===== src/logic/amp_supervisor_consts.vh =====
`ifndef AMP_SUPERVISOR_CONSTS_VH
`define AMP_SUPERVISOR_CONSTS_VH

// Register indices, byte address is index times four
`define IDX_MISC1 8'h01
`define IDX_STATE 8'h02
`define IDX_MISC3 8'h21
`define IDX_CLIPWIN 8'h23
`define IDX_FSTAT 8'h30
`define IDX_WSTAT 8'h31
`define IDX_FMASK 8'h32
`define IDX_WMASK 8'h33
`define IDX_MODE 8'h34

// Field positions
`define MISC3_CLEAR 7
`define MISC3_AUTOREC 3
`define MISC3_CLIPFREE 0
`define MISC1_CLAMP 4
`define MISC1_THR_LO 5
`define MISC1_THR_HI 6

// Reset values
`define MISC1_RST 8'h00
`define MISC3_RST 8'h00
`define CLIPWIN_RST 8'h14
`define REQ_RST 2'h1
`define FMASK_RST 4'h0
`define WMASK_RST 3'h0

// Event pin positions
`define EV_UV_BAT 0
`define EV_UV_STG 1
`define EV_OV_STG 2
`define EV_HEAT_SD 3
`define EV_CLK_ERR 4
`define EV_CH_OC 5
`define EV_CH_DC 6
`define EV_HEAT_WG 7
`define EV_HEAT_WC 8
`define EV_CLAMP 9

// Fault mask categories
`define FM_VOLT 0
`define FM_HEAT 1
`define FM_CLK 2
`define FM_CHAN 3

// Warning status and mask positions
`define WS_POR 0
`define WS_CLIP 1
`define WS_HEAT 2
`define WS_CLAMP 3
`define WM_CLIP 0
`define WM_HEAT 1
`define WM_CLAMP 2

// Timing
`define CLK_KHZ 40000
`define RAMP_MS 5
`define RAMP_CYC (`RAMP_MS * `CLK_KHZ)

`endif


===== src/logic/amp_supervisor.v =====
// What this block does
// - Low battery or stage supply asserts fault pin and sets its status bit.
// - Power-on reset quiets the control port and restores every register default.
// - Power-up or power-on reset sets the reset warning bit and warning pin.
// - Stage supply too high asserts fault pin and sets its status bit.
// - Fault pin active low for channel, heat shutdown, supply and clock faults.
// - Fault pin stays asserted until host writes clear bit 7 at 0x21.
// - Heat shutdown fault pin releases itself once temperature recovers automatically.
// - Fault status bits stay set until the clear bit is written.
// - Fault masks gate only the pin; all unmasked after reset.
// - Warning pin active low for clipping, heat warning, current clamp, reset.
// - Clipping flagged after programmable consecutive full-modulation PWM clocks, default 20.
// - Latching clip status bit stays set until the clear bit is written.
// - Heat warning from global or channel warning; threshold in 0x01 bits 6:5.
// - Warning masks gate only the pin; all reported by default.
// - Warning pin latched until the clear bit is written.
// - Active-low mute pin mutes output; pulled low when undriven.
// - Standby pin shuts down, ramping outputs within 5 ms unless in high-Z.
// - Four states standby, high-Z, mute, play; registers usable in all.
// - Reset gives standby; supply, clock and channel faults and heat shutdown give high-Z.
// - Non-latching clip mode follows full duty directly.
//
// Chosen here: the placing of the registers and register access over APB.
`timescale 1ns/1ps
`include "amp_supervisor_consts.vh"

module amp_supervisor #(
    parameter RAMP_CYC = `RAMP_CYC,
    parameter RAMP_W = 18
) (
    // Clock, reset, enable
    input wire core_clk,
    input wire arst_n,
    input wire clk_en,
    // APB slave
    input wire psel,
    input wire penable,
    input wire pwrite,
    input wire [11:0] paddr,
    input wire [31:0] pwdata,
    output wire [31:0] prdata,
    output wire pready,
    output wire pslverr,
    // Detector pins, asynchronous
    input wire [9:0] ev_pin,
    // PWM modulator, same clock
    input wire pwm_tick,
    input wire max_mod,
    // Control pins, active low
    input wire mute_n,
    input wire standby_n,
    // Open-drain status pins
    output wire fault_n_o,
    output wire fault_n_oe,
    output wire warn_n_o,
    output wire warn_n_oe,
    // Output stage control
    output wire [2:0] stage_state,
    output wire osc_run,
    output wire [1:0] heat_thr,
    output wire clamp_lvl
);

    localparam [2:0] ST_STBY = 3'h0;
    localparam [2:0] ST_HIZ = 3'h1;
    localparam [2:0] ST_MUTE = 3'h2;
    localparam [2:0] ST_PLAY = 3'h3;
    localparam [2:0] ST_RAMP = 3'h4;
    localparam [31:0] RAMP_M1 = RAMP_CYC - 1;
    localparam [RAMP_W-1:0] RAMP_LD = RAMP_M1[RAMP_W-1:0];

    ////////////////////////////////////////////////////////////////////////////
    // Pin synchronisers

    reg [9:0] ev_s1_ff;
    reg [9:0] ev_s2_ff;
    reg [1:0] pin_s1_ff;
    reg [1:0] pin_s2_ff;

    always @(posedge core_clk or negedge arst_n) begin
        if (!arst_n) begin
            ev_s1_ff <= 10'h000;
            ev_s2_ff <= 10'h000;
            pin_s1_ff <= 2'h0;
            pin_s2_ff <= 2'h0;
        end else if (clk_en) begin
            ev_s1_ff <= ev_pin;
            ev_s2_ff <= ev_s1_ff;
            pin_s1_ff <= {standby_n, mute_n};
            pin_s2_ff <= pin_s1_ff;
        end
    end

    // Undriven mute pin reads low, so default is muted
    wire mute_req = ~pin_s2_ff[0];
    wire stby_req = ~pin_s2_ff[1];

    wire ev_volt = ev_s2_ff[`EV_UV_BAT] | ev_s2_ff[`EV_UV_STG]
                 | ev_s2_ff[`EV_OV_STG];
    wire ev_hsd = ev_s2_ff[`EV_HEAT_SD];
    wire ev_clk = ev_s2_ff[`EV_CLK_ERR];
    wire ev_chan = ev_s2_ff[`EV_CH_OC] | ev_s2_ff[`EV_CH_DC];
    wire ev_hwarn = ev_s2_ff[`EV_HEAT_WG] | ev_s2_ff[`EV_HEAT_WC];
    wire ev_clamp = ev_s2_ff[`EV_CLAMP];

    ////////////////////////////////////////////////////////////////////////////
    // APB slave, one wait state on every access

    reg pready_ff;
    reg pslverr_ff;
    reg [31:0] prdata_ff;
    reg [7:0] misc1_ff;
    reg [7:0] misc3_ff;
    reg [7:0] clipwin_ff;
    reg [1:0] req_ff;
    reg [3:0] fmask_ff;
    reg [2:0] wmask_ff;
    reg [6:0] fstat_ff;
    reg [3:0] wstat_ff;
    reg [2:0] st_ff;
    reg osc_run_ff;

    wire [7:0] idx = paddr[9:2];
    wire in_range = (paddr[11:10] == 2'h0);
    wire acc = psel & penable;
    wire done = acc & pready_ff;
    wire wr_go = done & pwrite & in_range;

    reg hit;
    reg [31:0] rd_val;

    always @* begin
        hit = in_range;
        rd_val = 32'h0000_0000;
        case (idx)
            `IDX_MISC1: rd_val[7:0] = misc1_ff;
            `IDX_STATE: rd_val[1:0] = req_ff;
            `IDX_MISC3: rd_val[7:0] = misc3_ff;
            `IDX_CLIPWIN: rd_val[7:0] = clipwin_ff;
            `IDX_FSTAT: rd_val[6:0] = fstat_ff;
            `IDX_WSTAT: rd_val[3:0] = wstat_ff;
            `IDX_FMASK: rd_val[3:0] = fmask_ff;
            `IDX_WMASK: rd_val[2:0] = wmask_ff;
            `IDX_MODE: rd_val[3:0] = {osc_run_ff, st_ff};
            default: hit = 1'b0;
        endcase
        if (!in_range) begin
            rd_val = 32'h0000_0000;
        end
    end

    // Clear command is a strobe; the bit never stores
    wire clear = wr_go & (idx == `IDX_MISC3) & pwdata[`MISC3_CLEAR];

    // Held quiet through reset, no answer until released
    always @(posedge core_clk or negedge arst_n) begin
        if (!arst_n) begin
            pready_ff <= 1'b0;
            pslverr_ff <= 1'b0;
            prdata_ff <= 32'h0000_0000;
        end else if (clk_en) begin
            if (done) begin
                pready_ff <= 1'b0;
                pslverr_ff <= 1'b0;
            end else if (acc) begin
                pready_ff <= 1'b1;
                pslverr_ff <= ~hit;
                prdata_ff <= pwrite ? 32'h0000_0000 : rd_val;
            end
        end
    end

    always @(posedge core_clk or negedge arst_n) begin
        if (!arst_n) begin
            misc1_ff <= `MISC1_RST;
            misc3_ff <= `MISC3_RST;
            clipwin_ff <= `CLIPWIN_RST;
            req_ff <= `REQ_RST;
            fmask_ff <= `FMASK_RST;
            wmask_ff <= `WMASK_RST;
        end else if (clk_en && wr_go) begin
            case (idx)
                `IDX_MISC1: misc1_ff <= pwdata[7:0];
                `IDX_STATE: req_ff <= pwdata[1:0];
                `IDX_MISC3: misc3_ff <= {1'b0, pwdata[6:0]};
                `IDX_CLIPWIN: clipwin_ff <= pwdata[7:0];
                `IDX_FMASK: fmask_ff <= pwdata[3:0];
                `IDX_WMASK: wmask_ff <= pwdata[2:0];
                default: misc1_ff <= misc1_ff;
            endcase
        end
    end

    wire autorec = misc3_ff[`MISC3_AUTOREC];
    wire clip_free = misc3_ff[`MISC3_CLIPFREE];

    ////////////////////////////////////////////////////////////////////////////
    // Clip detector

    reg [7:0] clip_cnt_ff;

    always @(posedge core_clk or negedge arst_n) begin
        if (!arst_n) begin
            clip_cnt_ff <= 8'h00;
        end else if (clk_en) begin
            if (!max_mod) begin
                clip_cnt_ff <= 8'h00;
            end else if (pwm_tick && clip_cnt_ff != 8'hFF) begin
                clip_cnt_ff <= clip_cnt_ff + 8'h01;
            end
        end
    end

    wire clip_win = max_mod & (clip_cnt_ff >= clipwin_ff);
    // Free mode follows full duty with no window
    wire clip_evt = clip_free ? max_mod : clip_win;

    ////////////////////////////////////////////////////////////////////////////
    // Status registers; a new event beats a same-cycle clear

    wire [6:0] nxt_fstat = (fstat_ff & {7{~clear}}) | ev_s2_ff[6:0];

    reg [3:0] nxt_wstat;

    always @* begin
        nxt_wstat = wstat_ff & {4{~clear}};
        nxt_wstat[`WS_HEAT] = nxt_wstat[`WS_HEAT] | ev_hwarn;
        nxt_wstat[`WS_CLAMP] = nxt_wstat[`WS_CLAMP] | ev_clamp;
        if (clip_free) begin
            nxt_wstat[`WS_CLIP] = max_mod;
        end else begin
            nxt_wstat[`WS_CLIP] = nxt_wstat[`WS_CLIP] | clip_win;
        end
    end

    always @(posedge core_clk or negedge arst_n) begin
        if (!arst_n) begin
            fstat_ff <= 7'h00;
            wstat_ff <= 4'h1;
        end else if (clk_en) begin
            fstat_ff <= nxt_fstat;
            wstat_ff <= nxt_wstat;
        end
    end

    ////////////////////////////////////////////////////////////////////////////
    // Fault and warning pins

    reg flatch_ff;
    reg wlatch_ff;
    reg heat_hold_ff;
    reg hiz_hold_ff;
    reg fault_oe_ff;
    reg warn_oe_ff;

    // Masks act here only, status above is untouched
    wire fset = (ev_volt & ~fmask_ff[`FM_VOLT])
              | (ev_clk & ~fmask_ff[`FM_CLK])
              | (ev_chan & ~fmask_ff[`FM_CHAN]);
    wire wset = (clip_evt & ~wmask_ff[`WM_CLIP])
              | (ev_hwarn & ~wmask_ff[`WM_HEAT])
              | (ev_clamp & ~wmask_ff[`WM_CLAMP]);

    wire nxt_flatch = (flatch_ff & ~clear) | fset;
    wire nxt_wlatch = (wlatch_ff & ~clear) | wset;
    // Heat hold drops by itself when recovery is enabled
    wire nxt_heat_hold = ev_hsd | (heat_hold_ff & ~autorec & ~clear);
    wire nxt_hiz_hold = (hiz_hold_ff & ~clear) | ev_volt | ev_clk | ev_chan;
    wire nxt_fault_oe = nxt_flatch | (nxt_heat_hold & ~fmask_ff[`FM_HEAT]);

    always @(posedge core_clk or negedge arst_n) begin
        if (!arst_n) begin
            flatch_ff <= 1'b0;
            wlatch_ff <= 1'b1;
            heat_hold_ff <= 1'b0;
            hiz_hold_ff <= 1'b0;
            fault_oe_ff <= 1'b0;
            warn_oe_ff <= 1'b1;
        end else if (clk_en) begin
            flatch_ff <= nxt_flatch;
            wlatch_ff <= nxt_wlatch;
            heat_hold_ff <= nxt_heat_hold;
            hiz_hold_ff <= nxt_hiz_hold;
            fault_oe_ff <= nxt_fault_oe;
            warn_oe_ff <= nxt_wlatch;
        end
    end

    // Pins only ever pull low; the line floats high otherwise
    assign fault_n_o = 1'b0;
    assign warn_n_o = 1'b0;
    assign fault_n_oe = fault_oe_ff;
    assign warn_n_oe = warn_oe_ff;

    ////////////////////////////////////////////////////////////////////////////
    // Operating state machine

    reg [RAMP_W-1:0] ramp_cnt_ff;
    reg [RAMP_W-1:0] nxt_ramp;
    reg [2:0] nxt_st;
    reg [2:0] target;

    // Heat warning takes no action on the stage
    always @* begin
        if (hiz_hold_ff | heat_hold_ff) begin
            target = ST_HIZ;
        end else if (req_ff == ST_STBY[1:0]) begin
            target = ST_STBY;
        end else if (req_ff == ST_HIZ[1:0]) begin
            target = ST_HIZ;
        end else if (mute_req || req_ff == ST_MUTE[1:0]) begin
            target = ST_MUTE;
        end else begin
            target = ST_PLAY;
        end
    end

    always @* begin
        nxt_st = st_ff;
        nxt_ramp = ramp_cnt_ff;
        case (st_ff)
            ST_STBY: begin
                // A software standby request must not bounce through high-Z
                if (!stby_req && target != ST_STBY) begin
                    nxt_st = ST_HIZ;
                end
            end
            ST_RAMP: begin
                if (ramp_cnt_ff == {RAMP_W{1'b0}}) begin
                    nxt_st = ST_STBY;
                end else begin
                    nxt_ramp = ramp_cnt_ff - {{(RAMP_W-1){1'b0}}, 1'b1};
                end
            end
            ST_HIZ, ST_MUTE, ST_PLAY: begin
                if (stby_req) begin
                    if (st_ff == ST_HIZ) begin
                        nxt_st = ST_STBY;
                    end else begin
                        nxt_st = ST_RAMP;
                        nxt_ramp = RAMP_LD;
                    end
                end else begin
                    nxt_st = target;
                end
            end
            default: begin
                nxt_st = ST_STBY;
            end
        endcase
    end

    // Reset is the power-on event and lands in standby
    always @(posedge core_clk or negedge arst_n) begin
        if (!arst_n) begin
            st_ff <= ST_STBY;
            osc_run_ff <= 1'b0;
            ramp_cnt_ff <= {RAMP_W{1'b0}};
        end else if (clk_en) begin
            st_ff <= nxt_st;
            osc_run_ff <= (nxt_st != ST_STBY);
            ramp_cnt_ff <= nxt_ramp;
        end
    end

    ////////////////////////////////////////////////////////////////////////////
    // Outputs

    assign prdata = prdata_ff;
    assign pready = pready_ff;
    assign pslverr = pslverr_ff;
    assign stage_state = st_ff;
    assign osc_run = osc_run_ff;
    assign heat_thr = misc1_ff[`MISC1_THR_HI:`MISC1_THR_LO];
    assign clamp_lvl = misc1_ff[`MISC1_CLAMP];

endmodule // amp_supervisor


===== config.mk =====
export PLATFORM = sky130hd
export DESIGN_NAME = amp_supervisor
export DESIGN_NICKNAME = d
export VERILOG_FILES = /design/src/logic/amp_supervisor.v
export VERILOG_INCLUDE_DIRS = /design/src /design/src/logic
export SDC_FILE = /design/constraint.sdc
export NUM_CORES = 1
export LEC_CHECK = 0
export BUFFER_PORTS_ARGS = -buffer_cell sky130_fd_sc_hd__buf_2
export CORE_ASPECT_RATIO = 1.2
export CORE_MARGIN = 5
export CORE_UTILIZATION = 30
export CTS_CLUSTER_DIAMETER = 80
export DETAILED_ROUTE_END_ITERATION = 7
export MAX_ROUTING_LAYER = met4
export PLACE_DENSITY = 0.57
export SLEW_MARGIN = 20
export SYNTH_ARGS = -nofsm -noshare
export SYNTH_HDL_FRONTEND = slang
export SYNTH_SLANG_ARGS = --single-unit

===== constraint.sdc =====
create_clock -name core_clk -period 3.7 [get_ports core_clk]
set_input_delay 0.74 -clock core_clk [delete_from_list [all_inputs] [get_ports core_clk]]
set_output_delay 0.74 -clock core_clk [all_outputs]
set_load 0.01 [all_outputs]

==> results.toml <==
[critical_path]
worstPathCellList = "buf_2 -> or4b_1 -> nor2b_4 -> nand4_2 -> a22o_1 -> a21o_1"
critPathLaunchType = "primary input"
crit_type = "primary input to register"
end_kind = "register"
worst_path_largest_cell_delay_ns = 0.65
crit_required_ns = 3.99
cp_data_arrival_time_ns = 2.88
slowest_stage = "or4b_1"
path_max_fanout = 18

[synthesis]
yosysUniqueCellTypes = 80
synth.area.top_cells = "dfrtp_1 (46%), mux2_2 (7.6%), buf_4 (3.9%)"
yosys.area.top_type = "dfrtp_1"
synth_flop_cell = "dfrtp_1"
muxShareOfSynthArea_pct = 10.0
syn-cell-area_mm2 = 0.00579
synthSimpleGateAreaFrac_pct = 16.0
ys_ff_latch = 112
avgSynthCellArea_um2 = 10.7
ys_async_sr_fraction_pct = 100
syn_inst = 539
yosysSeqAreaShare_pct = 48.5
synthXorXnorAreaFrac_pct = 1.81
synthAdderAreaFrac_pct = 2.16
synth_top_family_by_area = "simple AND/OR/NAND/NOR gates"
synth_compound_area_share_pct = 14.9
synth_edf_count = 0
ys_warn_count = 0
synth_top_area_share_pct = 46.2

[place]
hpwl_um = 10300
place_congestion = 0.838
portBuffers = 56
dp_cells = 830

[cells_and_area]
post_layout_nonfiller_instances = 847
nets = 659
multi_input_area_mm2 = 0.00270
register_area_mm2 = 0.00281
fillers = 1911
utilization_pct = 34.5
drive_gt1_share_pct = 23.7
area_delta_synth_final_pct = 12.9

[die]
dieArea_mm2 = 0.0222
core_region_area_mm2 = 0.0189
die_y_um = 162
dieWidth_um = 137
rows = 55
initial_core_util_pct = 30.6
ios = 109

[timing]
setup_tns_ns = 0
min_period_ns = 2.59
worstMarginPinSlew_ns = 0.673
fmax_mhz = 386
timing.slew.headroom_pct = 54.7
hold_violations = 0
setup_viol = 0
maxSlewViolCount = 0
fin_worst_skew_ns = 0.0101
rsz0062_at_grt = "false"
fin_crit_sh_pct = 70.1

[drt]
drtIter0Drc = 349
wl_um = 13800
wl_per_cell_um = 16.3
vias_per_cell = 4.97
ant_nets = 0
via_count = 4211
firstDrtPassIters = 6
drc = 0

[power_and_ir_drop]
pwr_density_cell_mw_per_mm2 = 462
ir_worst_vdd_mv = 0.219
p_leak_nw = 2.99

[cts]
post_cts_resized = 0
numCtsBuffers = 9
cts_tree = "yes"
post_cts_buffers = 0
clock_latency_ns = 0.35
cts_htree_levels = 3
clock-sinks = 112
clk_pin_slew_ns = 0.08
clockRootBuffer = "clkbuf_16"
clock_path_buffers = 2
cts_hold_buf = 0

[worst_hold_path]
hold_path.class = "primary input to async pin"

[global_routing]
antenna_found_initial = 1
grt_first_pass_wirelength_um = 22300
grt_max_degree = 98
grt_pass1_vias = 4249
grt_usage_pct = 13.0
grt-ovfl-total = 0

[status]
outcome = "complete, no violations"

[job]
drv_cap = 0
cells by family after synthesis:
group           Yosys count
flops                   112
compound gates          123
buf+inv                  68
fa+ha+maj                10
xor+xnor                 12
simple gates            162
mux                      51
other cells               1
layout make-up:
type                            instances  share of cell area, %
Sequential cell                       112                   43.0
Multi-Input combinational cell        384                   41.3
Tap cell                              256                   4.90
Timing Repair Buffer                   58                   4.75
Clock buffer                           10                   3.66
Clock inverter                          6                   1.22
Inverter                               20                   1.15
Antenna cell                            1                 0.0383
report_power, final:
group	internal, mW	total, mW	switching, mW
Combinational	0.210	0.483	0.273
Clock	0.553	1.02	0.464
Sequential	1.36	1.52	0.160
state kept, by name (all words and copies together) (netlist names), 3 cells and up:
register,cells
ramp_cnt_ff,18
ev_s1_ff,10
ev_s2_ff,10
clip_cnt_ff,8
clipwin_ff,8
misc1_ff,8
prdata,8
fstat_ff,7
misc3_ff,7
fmask_ff,4
wstat_ff,4
stage_state,3
wmask_ff,3
layout by cell type, fill, tap and decap left out, drive strengths merged, types with 12 or more instances in the layout:
| master | count |
|---|---|
| o21ai | 32 |
| nor2 | 36 |
| inv | 20 |
| dfrtp | 107 |
| nand2 | 42 |
| buf | 58 |
| mux2 | 46 |
| conb | 26 |
| nand3 | 12 |
worst paths after layout:
check,end,slack [ns],cells past startpoint,start
max,warn_n_oe,1.11,6,paddr[2]
max reg2reg,wstat_ff[1],1.55,7,clip_cnt_ff[0]
min reg2reg,prdata[7],0.48,2,prdata[7]
max in group asynchronous,clipwin_ff[2],2.66,2,arst_n
min in group core_clk,prdata[7],0.48,2,prdata[7]
min,ramp_cnt_ff[8],0.25,1,arst_n
synth_stat cells (5+ instances only):
cell,instances
a22o_1,11
xor2_1,5
nand3_1,12
a21o_1,6
dfstp_2,5
mux2_1,7
nand2_1,42
o21ai_0,31
dfrtp_1,107
o31ai_1,5
buf_4,30
o211ai_1,8
a22oi_1,7
nor3_1,9
a21oi_1,11
nor2_1,36
clkbuf_1,7
inv_1,20
a31oi_1,7
xnor2_1,7
ha_1,10
mux2_2,39
nand2b_1,5
nor4_1,5
buf_2,7
and2_1,5
or4_1,5
per-layer routing:
metal	vias to the layer above	wire (um)	GRT usage, %	share of wire, %
li1	2012	-	-	-
met1	2065	6170	16.5	45
met2	118	6550	20.4	47
met3	16	814	2.91	5.9
met4	0	270	4.45	2.0
met5	-	0	-	0
critical path: cells and delay by family:
kind	cells	cell delay, ns
AND/OR/NAND/NOR	3	1.32
AO/OA/AOI/OAI	2	0.53
buffers and inverters	1	0.28
per-stage QoR:
stage	hold slack, ns	power (mW)	area [um2]	setup WS [ns]
floorplan	0.442	1.86	5890	1.31
global placement	0.463	2.00	6220	0.778
detailed placement	0.465	2.03	6220	0.752
CTS	0.246	3.05	6540	1.13
global route	0.244	3.19	6540	1.01
finish	0.245	3.02	6540	1.11
No activity file was read; power rests on OpenSTA's default activity.
